[src/ssr_pkg.sv]
/*
  Shared constants and types of the serial result readout of the 14-bit
  successive-approximation converter.
  Assumes a single 100 MHz system clock; the serial clock is a sampled input.
*/
package ssr_pkg;

  // ****************************************************************
  // widths and depths
  // ****************************************************************
  localparam int RES_W   = 14;
  localparam int CNT_W   = 6;
  localparam int GAP_W   = 16;
  localparam int FIFO_DEPTH = 32;

  // ****************************************************************
  // frame positions, counted in falling serial clock edges
  // ****************************************************************
  localparam logic [CNT_W-1:0] FALL_SAMPLE_END = 6'h05;
  localparam logic [CNT_W-1:0] FALL_DUMMY_END  = 6'h15;
  localparam logic [CNT_W-1:0] FALL_REV_ZERO   = 6'h16;
  localparam logic [CNT_W-1:0] FALL_REV_FIRST  = 6'h17;
  localparam logic [CNT_W-1:0] FALL_REV_LAST   = 6'h24;
  localparam logic [CNT_W-1:0] FRAME_FALLS     = 6'h18;
  localparam logic [CNT_W-1:0] FALL_SAT        = 6'h3f;

  // ****************************************************************
  // approximation start and reset values
  // ****************************************************************
  localparam logic [RES_W-1:0] TRIAL_START = 14'h2000;
  localparam logic [RES_W-1:0] CODE_RESET  = 14'h0000;

  // ****************************************************************
  // timing
  // ****************************************************************
  localparam int CLK_HZ      = 100_000_000;
  localparam int SCLK_MIN_HZ = 24_000;
  localparam int SCLK_MAX_HZ = 1_200_000;
  // longest allowed serial period rounds down, shortest rounds up
  localparam int LEAK_CYCLES_DEF = CLK_HZ / SCLK_MIN_HZ;
  localparam int MIN_PERIOD_CYC  = (CLK_HZ + SCLK_MAX_HZ - 1) / SCLK_MAX_HZ;

  // ****************************************************************
  // frame sequencer states
  // ****************************************************************
  typedef enum logic [3:0] {
    ST_IDLE   = 4'b0001,
    ST_SAMPLE = 4'b0010,
    ST_CONV   = 4'b0100,
    ST_TAIL   = 4'b1000
  } ssr_state_t;

endpackage : ssr_pkg

[src/ssr_fifo_if.sv]
/*
  Valid/ready carrier between the frame sequencer and the result FIFO.
  Assumes both ends share the system clock.
*/
`timescale 1ns/1ps
`default_nettype none

interface ssr_fifo_if #(
  parameter int W = 14
);
  logic         push_valid;
  logic         push_ready;
  logic [W-1:0] push_data;
  logic         pop_valid;
  logic         pop_ready;
  logic [W-1:0] pop_data;

  modport writer (output push_valid, output push_data, input push_ready,
                  input pop_valid, input pop_data, output pop_ready);
  modport fifo   (input push_valid, input push_data, output push_ready,
                  output pop_valid, output pop_data, input pop_ready);
endinterface : ssr_fifo_if

`default_nettype wire

[src/ssr_edge.sv]
/*
  Edge finder for a group of inputs that are already synchronous to the
  clock; one registered copy per bit.
*/
`timescale 1ns/1ps
`default_nettype none

module ssr_edge #(
  parameter int W = 2
)(
  // clock and reset
  input  wire logic         clock_i,
  input  wire logic         reset_i,
  // levels and edges
  input  wire logic [W-1:0] level_i,
  output logic      [W-1:0] rise_o,
  output logic      [W-1:0] fall_o
);
  logic [W-1:0] prev_ff;

  // prev resets low, so a line already low at reset shows no falling edge
  always_ff @(posedge clock_i or posedge reset_i) begin
    if (reset_i) begin
      prev_ff <= '0;
    end else begin
      prev_ff <= level_i;
    end
  end

  assign rise_o = level_i & ~prev_ff;
  assign fall_o = ~level_i & prev_ff;
endmodule : ssr_edge

`default_nettype wire

[src/ssr_fifo.sv]
/*
  Result FIFO with a registered output stage.
  Assumes a single clock; the reader may stall, and push_ready falls when
  the store is full.
*/
`timescale 1ns/1ps
`default_nettype none

module ssr_fifo #(
  parameter int W     = 14,
  parameter int DEPTH = 32,
  parameter int AW    = $clog2(DEPTH)
)(
  // clock and reset
  input  wire logic  clock_i,
  input  wire logic  reset_i,
  // stream
  ssr_fifo_if.fifo   q
);
  logic [W-1:0] mem [DEPTH];
  logic [AW-1:0] wr_ptr_ff;
  logic [AW-1:0] rd_ptr_ff;
  logic [AW:0]   count_ff;
  logic          out_valid_ff;
  logic [W-1:0]  out_data_ff;
  logic          push;
  logic          load;

  assign q.push_ready = (count_ff != (AW+1)'(DEPTH));
  assign push         = q.push_valid & q.push_ready;
  assign load         = (count_ff != '0) & (~out_valid_ff | q.pop_ready);
  assign q.pop_valid  = out_valid_ff;
  assign q.pop_data   = out_data_ff;

  // ****************************************************************
  // store
  // ****************************************************************
  always_ff @(posedge clock_i) begin
    if (push) begin
      mem[wr_ptr_ff] <= q.push_data;
    end
  end

  always_ff @(posedge clock_i or posedge reset_i) begin
    if (reset_i) begin
      wr_ptr_ff <= '0;
      rd_ptr_ff <= '0;
      count_ff  <= '0;
    end else begin
      if (push) begin
        wr_ptr_ff <= wr_ptr_ff + 1'b1;
      end
      if (load) begin
        rd_ptr_ff <= rd_ptr_ff + 1'b1;
      end
      count_ff <= count_ff + (AW+1)'(push) - (AW+1)'(load);
    end
  end

  // ****************************************************************
  // output stage, keeps the reader's port straight from flops
  // ****************************************************************
  always_ff @(posedge clock_i or posedge reset_i) begin
    if (reset_i) begin
      out_valid_ff <= 1'b0;
      out_data_ff  <= '0;
    end else if (load) begin
      out_valid_ff <= 1'b1;
      out_data_ff  <= mem[rd_ptr_ff];
    end else if (q.pop_ready) begin
      out_valid_ff <= 1'b0;
    end
  end
endmodule : ssr_fifo

`default_nettype wire

[src/ssr_top.sv]
/*
  Frame sequencer, successive-approximation control and serial result
  readout of a 14-bit differential converter.
  Assumes select and serial clock are synchronous to clock_i and that the
  analog comparator answers within one system clock of a new trial code.
*/
`timescale 1ns/1ps
`default_nettype none

// Behaviour
// - result leaves on serial data, one bit per serial clock, MSB first
// - bits in a frame come from that frame's own conversion
// - further clocks after conversion repeat the result LSB first
// - sampling lasts 4.5 serial clock cycles at frame start
// - a frame spans 24 serial clock periods
// - after sampling, hold disconnects both inputs until conversion ends
// - one bit decided per clock, MSB downward, shifted out at once
// - select fall starts sampling; after fifth fall drive low null bit
// - next 16 periods carry result MSB first, periods 15 and 16 zero
// - select high releases output; new frame needs high then low
// - result coded as binary two's complement

module ssr_top
  import ssr_pkg::*;
#(
  parameter int LEAK_CYCLES = LEAK_CYCLES_DEF
)(
  // clock and reset
  input  wire logic             clock_i,
  input  wire logic             reset_i,
  // serial port
  input  wire logic             select_n_i,
  input  wire logic             serial_shift_clock_i,
  output logic                  serial_data_o,
  output logic                  serial_data_oe_o,
  // analog front end
  input  wire logic             cmp_above_i,
  output logic                  sample_o,
  output logic                  hold_o,
  output logic [RES_W-1:0]      trial_code_o,
  // result stream
  output logic [RES_W-1:0]      result_data_o,
  output logic                  result_valid_o,
  input  wire logic             result_ready_i,
  // status
  output logic                  frame_done_o,
  output logic                  rate_error_o,
  output logic                  overrun_o
);

  // ****************************************************************
  // declarations
  // ****************************************************************
  localparam logic [GAP_W-1:0] LEAK_LIM = GAP_W'(LEAK_CYCLES - 1);
  localparam logic [GAP_W-1:0] FAST_LIM = GAP_W'(MIN_PERIOD_CYC);

  ssr_state_t         state_ff;
  ssr_state_t         nxt_state;
  logic [CNT_W-1:0]   fall_cnt_ff;
  logic [CNT_W-1:0]   fall_num;
  logic [GAP_W-1:0]   gap_cnt_ff;
  logic               sclk_rise;
  logic               sclk_fall;
  logic               sel_rise;
  logic               sel_fall;
  logic               fall_ev;
  logic               decide;
  logic               out_bit;
  logic [RES_W-1:0]   mask_ff;
  logic [RES_W-1:0]   trial_ff;
  logic [RES_W-1:0]   nxt_trial;
  logic [RES_W-1:0]   code_ff;
  logic [RES_W-1:0]   rev_sh_ff;
  logic               sample_ff;
  logic               hold_ff;
  logic               oe_ff;
  logic               data_ff;
  logic               pend_ff;
  logic [RES_W-1:0]   pend_data_ff;
  logic               frame_done_ff;
  logic               rate_err_ff;
  logic               overrun_ff;

  ssr_fifo_if #(.W(RES_W)) res_q ();

  // ****************************************************************
  // edges of the serial lines
  // ****************************************************************
  ssr_edge #(
    .W       (2)
  ) u_edge (
    .clock_i (clock_i),
    .reset_i (reset_i),
    .level_i ({select_n_i, serial_shift_clock_i}),
    .rise_o  ({sel_rise, sclk_rise}),
    .fall_o  ({sel_fall, sclk_fall})
  );

  // clocks outside a frame, or with select high, have no effect
  assign fall_ev  = sclk_fall & ~select_n_i & (state_ff != ST_IDLE);
  assign fall_num = fall_cnt_ff + 6'h01;

  // ****************************************************************
  // frame sequencer
  // ****************************************************************
  always_comb begin
    nxt_state = state_ff;
    unique case (state_ff)
      ST_IDLE: begin
        if (sel_fall) begin
          nxt_state = ST_SAMPLE;
        end
      end
      ST_SAMPLE: begin
        if (fall_ev && fall_num == FALL_SAMPLE_END) begin
          nxt_state = ST_CONV;
        end
      end
      ST_CONV: begin
        if (fall_ev && fall_num == FALL_DUMMY_END) begin
          nxt_state = ST_TAIL;
        end
      end
      ST_TAIL: begin
        nxt_state = ST_TAIL;
      end
      default: begin
        nxt_state = ST_IDLE;
      end
    endcase
    if (select_n_i) begin
      nxt_state = ST_IDLE;
    end
  end

  always_ff @(posedge clock_i or posedge reset_i) begin
    if (reset_i) begin
      state_ff <= ST_IDLE;
    end else begin
      state_ff <= nxt_state;
    end
  end

  // falls are counted from the select edge; the count saturates
  always_ff @(posedge clock_i or posedge reset_i) begin
    if (reset_i) begin
      fall_cnt_ff <= '0;
    end else if (sel_fall) begin
      fall_cnt_ff <= '0;
    end else if (fall_ev && fall_cnt_ff != FALL_SAT) begin
      fall_cnt_ff <= fall_num;
    end
  end

  always_ff @(posedge clock_i or posedge reset_i) begin
    if (reset_i) begin
      frame_done_ff <= 1'b0;
    end else begin
      frame_done_ff <= fall_ev & (fall_num == FRAME_FALLS);
    end
  end

  // ****************************************************************
  // sample and hold switches
  // ****************************************************************
  always_ff @(posedge clock_i or posedge reset_i) begin
    if (reset_i) begin
      sample_ff <= 1'b0;
    end else if (select_n_i) begin
      sample_ff <= 1'b0;
    end else if (state_ff == ST_IDLE && sel_fall) begin
      sample_ff <= 1'b1;
    end else if (fall_ev && fall_num == FALL_SAMPLE_END) begin
      sample_ff <= 1'b0;
    end
  end

  // an aborted frame also opens the hold, the result is lost anyway
  always_ff @(posedge clock_i or posedge reset_i) begin
    if (reset_i) begin
      hold_ff <= 1'b0;
    end else if (select_n_i) begin
      hold_ff <= 1'b0;
    end else if (fall_ev && fall_num == FALL_SAMPLE_END) begin
      hold_ff <= 1'b1;
    end else if (fall_ev && fall_num == FALL_DUMMY_END) begin
      hold_ff <= 1'b0;
    end
  end

  // ****************************************************************
  // successive approximation
  // ****************************************************************
  assign decide  = fall_ev & (state_ff == ST_CONV) & (mask_ff != '0);
  // offset-binary decision, top bit inverted gives two's complement
  assign out_bit = mask_ff[RES_W-1] ? ~cmp_above_i : cmp_above_i;
  assign nxt_trial = (cmp_above_i ? trial_ff : (trial_ff & ~mask_ff))
                     | (mask_ff >> 1);

  always_ff @(posedge clock_i or posedge reset_i) begin
    if (reset_i) begin
      mask_ff  <= CODE_RESET;
      trial_ff <= TRIAL_START;
      code_ff  <= CODE_RESET;
    end else if (fall_ev && fall_num == FALL_SAMPLE_END) begin
      // fresh start each frame, nothing carries over from the last one
      mask_ff  <= TRIAL_START;
      trial_ff <= TRIAL_START;
      code_ff  <= CODE_RESET;
    end else if (decide) begin
      mask_ff  <= mask_ff >> 1;
      trial_ff <= nxt_trial;
      code_ff  <= (code_ff & ~mask_ff) | ({RES_W{out_bit}} & mask_ff);
    end
  end

  // copy of the result for the least-significant-first repeat
  always_ff @(posedge clock_i or posedge reset_i) begin
    if (reset_i) begin
      rev_sh_ff <= CODE_RESET;
    end else if (fall_ev && fall_num == FALL_REV_ZERO) begin
      rev_sh_ff <= code_ff;
    end else if (fall_ev && fall_num >= FALL_REV_FIRST
                 && fall_num <= FALL_REV_LAST) begin
      rev_sh_ff <= rev_sh_ff >> 1;
    end
  end

  // ****************************************************************
  // serial data pin
  // ****************************************************************
  always_ff @(posedge clock_i or posedge reset_i) begin
    if (reset_i) begin
      oe_ff <= 1'b0;
    end else if (select_n_i) begin
      oe_ff <= 1'b0;
    end else if (fall_ev && fall_num == FALL_SAMPLE_END) begin
      oe_ff <= 1'b1;
    end
  end

  // each bit is launched on a falling edge and stands a whole period
  always_ff @(posedge clock_i or posedge reset_i) begin
    if (reset_i) begin
      data_ff <= 1'b0;
    end else if (select_n_i) begin
      data_ff <= 1'b0;
    end else if (fall_ev) begin
      if (decide) begin
        data_ff <= out_bit;
      end else if (fall_num >= FALL_REV_FIRST && fall_num <= FALL_REV_LAST) begin
        data_ff <= rev_sh_ff[0];
      end else begin
        // null bit, dummy bits, leading zero of the repeat and beyond
        data_ff <= 1'b0;
      end
    end
  end

  // ****************************************************************
  // result hand-off to the FIFO
  // ****************************************************************
  // a full FIFO stalls the hand-off; a second result overwrites the first
  always_ff @(posedge clock_i or posedge reset_i) begin
    if (reset_i) begin
      pend_ff      <= 1'b0;
      pend_data_ff <= CODE_RESET;
    end else if (fall_ev && fall_num == FALL_DUMMY_END) begin
      pend_ff      <= 1'b1;
      pend_data_ff <= code_ff;
    end else if (res_q.push_ready) begin
      pend_ff      <= 1'b0;
    end
  end

  always_ff @(posedge clock_i or posedge reset_i) begin
    if (reset_i) begin
      overrun_ff <= 1'b0;
    end else if (fall_ev && fall_num == FALL_DUMMY_END
                 && pend_ff && !res_q.push_ready) begin
      overrun_ff <= 1'b1;
    end
  end

  assign res_q.push_valid = pend_ff;
  assign res_q.push_data  = pend_data_ff;
  assign res_q.pop_ready  = result_ready_i;

  ssr_fifo #(
    .W       (RES_W),
    .DEPTH   (FIFO_DEPTH)
  ) u_fifo (
    .clock_i (clock_i),
    .reset_i (reset_i),
    .q       (res_q)
  );

  // ****************************************************************
  // serial clock rate watch
  // ****************************************************************
  always_ff @(posedge clock_i or posedge reset_i) begin
    if (reset_i) begin
      gap_cnt_ff <= '0;
    end else if (sel_fall || fall_ev) begin
      gap_cnt_ff <= '0;
    end else if (state_ff != ST_IDLE && gap_cnt_ff != LEAK_LIM) begin
      gap_cnt_ff <= gap_cnt_ff + 16'h0001;
    end
  end

  // too slow lets held charge leak; flag per frame, set wins over clear
  always_ff @(posedge clock_i or posedge reset_i) begin
    if (reset_i) begin
      rate_err_ff <= 1'b0;
    end else if (state_ff != ST_IDLE && !select_n_i
                 && gap_cnt_ff == LEAK_LIM) begin
      rate_err_ff <= 1'b1;
    // gap reads one less than the fall-to-fall period
    end else if (fall_ev && fall_num != 6'h01
                 && (gap_cnt_ff + 16'h0001) < FAST_LIM) begin
      rate_err_ff <= 1'b1;
    end else if (sel_fall) begin
      rate_err_ff <= 1'b0;
    end
  end

  // ****************************************************************
  // outputs
  // ****************************************************************
  assign serial_data_o    = data_ff;
  assign serial_data_oe_o = oe_ff;
  assign sample_o         = sample_ff;
  assign hold_o           = hold_ff;
  assign trial_code_o     = trial_ff;
  assign result_data_o    = res_q.pop_data;
  assign result_valid_o   = res_q.pop_valid;
  assign frame_done_o     = frame_done_ff;
  assign rate_error_o     = rate_err_ff;
  assign overrun_o        = overrun_ff;

endmodule : ssr_top

`default_nettype wire

[config.mk]
export PLATFORM = sky130hd
export DESIGN_NAME = ssr_top
export DESIGN_NICKNAME = d
export VERILOG_FILES = /design/src/ssr_pkg.sv /design/src/ssr_fifo_if.sv /design/src/ssr_edge.sv /design/src/ssr_fifo.sv /design/src/ssr_top.sv
export SDC_FILE = /design/constraint.sdc
export NUM_CORES = 1
export LEC_CHECK = 0
export BUFFER_PORTS_ARGS = -buffer_cell sky130_fd_sc_hd__buf_2
export CORE_MARGIN = 3
export CORE_UTILIZATION = 28
export DETAILED_ROUTE_END_ITERATION = 10
export PLACE_DENSITY_LB_ADDON = 0.12
export SYNTH_ARGS = -nofsm -noshare
export SYNTH_HDL_FRONTEND = slang
export SYNTH_SLANG_ARGS = --single-unit
[constraint.sdc]
create_clock -name clock_i -period 9.9 [get_ports clock_i]
set_input_delay 1.98 -clock clock_i [delete_from_list [all_inputs] [get_ports clock_i]]
set_output_delay 1.98 -clock clock_i [all_outputs]
set_load 0.01 [all_outputs]
==> impl_metrics.toml <==
[synthesis]
ys_ff_latch = 585
yosys_warnings = 0
netlist_instances = 1343
yosysMostFrequentCell = "edfxtp_1"
synthArstFlopShare_pct = 23.4
synthTopCellsByArea = "edfxtp_1 (56%), dfrtp_1 (14%), mux4_2 (13%), nor2_1 (1.5%), a21oi_1 (1.4%)"
synth_area_um2 = 23800
yosysUniqueCellTypes = 69
synth_edf_count = 448
synth_nets = 1371
yosysSeqAreaShare_pct = 70.8
synth_common_cells = "edfxtp_1 (448), mux4_2 (140), dfrtp_1 (135), nor2_1 (97), nand2_1 (86)"
ys.flop_type = "edfxtp_1"
yosysTopAreaCell = "edfxtp_1"
synth_top_cell_area_share_pct = 56.4
syn-mean-instance-area_um2 = 17.8

[detailed_routing]
drt_iter0_drc = 759
avgRoutedWirePerCell_um = 22.6
wl_um = 59000
ant_nets = 0
drc = 0
firstDrtPassIters = 5
vias_per_cell = 4.63
vias = 12100

[floorplan]
pin_count = 42
initial_core_util_pct = 28.4
dieArea_um2 = 88700
chipWidth_um = 298
fp.dieH_um = 298
core-area_um2 = 84000
rows = 106

[global_route]
track_usage_pct = 13.5
antenna_found_initial = 3
grt_pass1_vias = 12800
grt_max_degree = 91
grt_pass1_wl_um = 88200
overflow = 0

[finish]
utilization_pct = 32.9
instances_no_fill = 2612
seq_area_um2 = 16900
fillCellCount = 8053
multi_input_area_um2 = 6550
drive_above_1_share_pct = 25.1
nNetsFinal = 1453
area_delta_synth_final_pct = 15.8

[timing]
drv_slew = 0
fin_tns_setup_ps = 0
timing.final.crit_share_pct = 41.7
maxSlewHeadroom_pct = 17.2
period_needed_ps = 4130
setup_viol = 0
grt_setup_unrepaired = "false"
skew_ps = 32.1
max_clock_freq_ghz = 0.242
final_hold_viol_count = 0
worst_pin_slew_ps = 1240

[placed_design]
placedCellCount = 2490
io_buffers = 41
place_congestion = 0.742
dp_hpwl_um = 33400

[setup_path]
reg2reg_slack_ps = 5840
slowest_delay_ps = 900
timing.critical_path.buf_inv = 1
cp-start-kind = "input pin"
critPathTopFamily = "simple AND/OR/NAND/NOR gates"
required_ps = 10390
arrival_ps = 4620
crit_fanout = 20
crit_chain = "buf_2 -> or4b_1 -> nor2_4 -> nand3_1 -> o21ai_0 -> nor4b_1"
cp-end-kind = "flip-flop"
path_class = "in2reg"
slowest_stage = "or4b_1"

[clock_tree]
cts_buffers = 67
clk_pin_slew_ps = 60
cts_tree = "done"
postCtsSetupRepairBufs = 0
htree_levels = 3
clockBufferDepth = 3
hold_buffers = 0
ctsResizeCount = 0
cts-root-buf = "clkbuf_16"
insertion_delay_ps = 600
cts.sinks = 585

[run_status]
status = "finished clean"

[power_and_ir_drop]
power_density_nw_per_um2 = 216
max-vdd-ir-drop_uv = 215
power_leakage_nw = 8.35

[job]
maxCapViolCount = 0

[hold_path]
hold_class = "reg2reg"
[area by class of cell]
| class | count | share of cell area (%) |
|---|---|---|
| inverters | 26 | 0.372 |
| clock inverters | 24 | 0.816 |
| flip-flops and latches | 585 | 61.2 |
| well taps | 1134 | 5.14 |
| multi-input cells | 657 | 23.7 |
| diodes | 2 | 0.0181 |
| repair buffers | 88 | 2.07 |
| clock buffers | 96 | 6.69 |
[sequential cells by signal, summed over array words and instances (netlist names), 14 cells and up]
signal / cells
u_fifo.mem: 448
u_fifo.q.pop_data: 14
gap_cnt_ff: 16
trial_code_o: 14
code_ff: 14
mask_ff: 14
rev_sh_ff: 14
pend_data_ff: 14
[worst register-to-register path, cell delays in order, from the launching register on]
cell and delay [ps]:
dfrtp_4 770, buf_4 700, buf_4 780, mux4_2 470, mux4_2 550, mux2i_1 490
a21oi_1 140
[cell usage in the layout, fill, tap and decap left out, drive strengths merged, types with 16 or more instances in the layout]
cell    netlist  final
a21oi        65     65
mux4        140    140
clkinv        0     19
inv          26     28
dfrtp       135    135
buf          27     88
mux2         40     40
nor3         21     21
xor2         21     21
ha           21     21
xnor2        17     17
clkbuf       48     96
mux2i        16     16
edfxtp      448    448
nor2         98     98
nand2        86     86
[stage by stage]
stage	hold slack, ps	worst slack (ps)	total power [mW]	instance area (um^2)
after detailed placement	464	5020	3.69	25500
after global placement	463	5100	3.68	25500
after global routing	516	5450	6.25	27600
after floorplan	457	4260	3.43	23800
after CTS	491	5720	6.09	27600
final	486	5770	5.97	27600
[power breakdown]
group | leakage, nW | switching (mW) | total (mW) | internal, mW
sequential | 4.94 | 0.118 | 2.78 | 2.66
clock | 1.00 | 0.991 | 2.37 | 1.38
combinational | 2.41 | 0.438 | 0.816 | 0.378
total | 8.35 | 1.55 | 5.97 | 4.42
[worst paths after layout]
| path | cells after the start | startpoint | endpoint |
|---|---|---|---|
| max in group asynchronous | 3 | reset_i | gap_cnt_ff[9] |
| setup reg to reg | 6 | u_fifo.rd_ptr_ff[1] | u_fifo.q.pop_data[12] |
| setup / recovery | 6 | select_n_i | state_ff[3] |
| hold / removal | 1 | serial_data_oe_o | serial_data_oe_o |
| min in group asynchronous | 2 | reset_i | u_fifo.count_ff[4] |
| hold reg to reg | 1 | serial_data_oe_o | serial_data_oe_o |
[layer usage]
layer	global-route usage, %	routed length [um]
met4	3.61	1240
met3	2.16	2110
met1	19.3	27700
met5	0	0
met2	21.3	27900
[logic make-up after synthesis]
family	after synthesis	synth area share [%]
DFF	585	70.8
and+or+nand+nor	283	5.73
muxes	196	16.0
AOI/OAI and AO/OA	117	2.96
buffers and inverters	101	1.83
xor gates and xnor gates	38	1.40
adders and majority gates	23	1.23
Power figures use the tool's default switching activity.
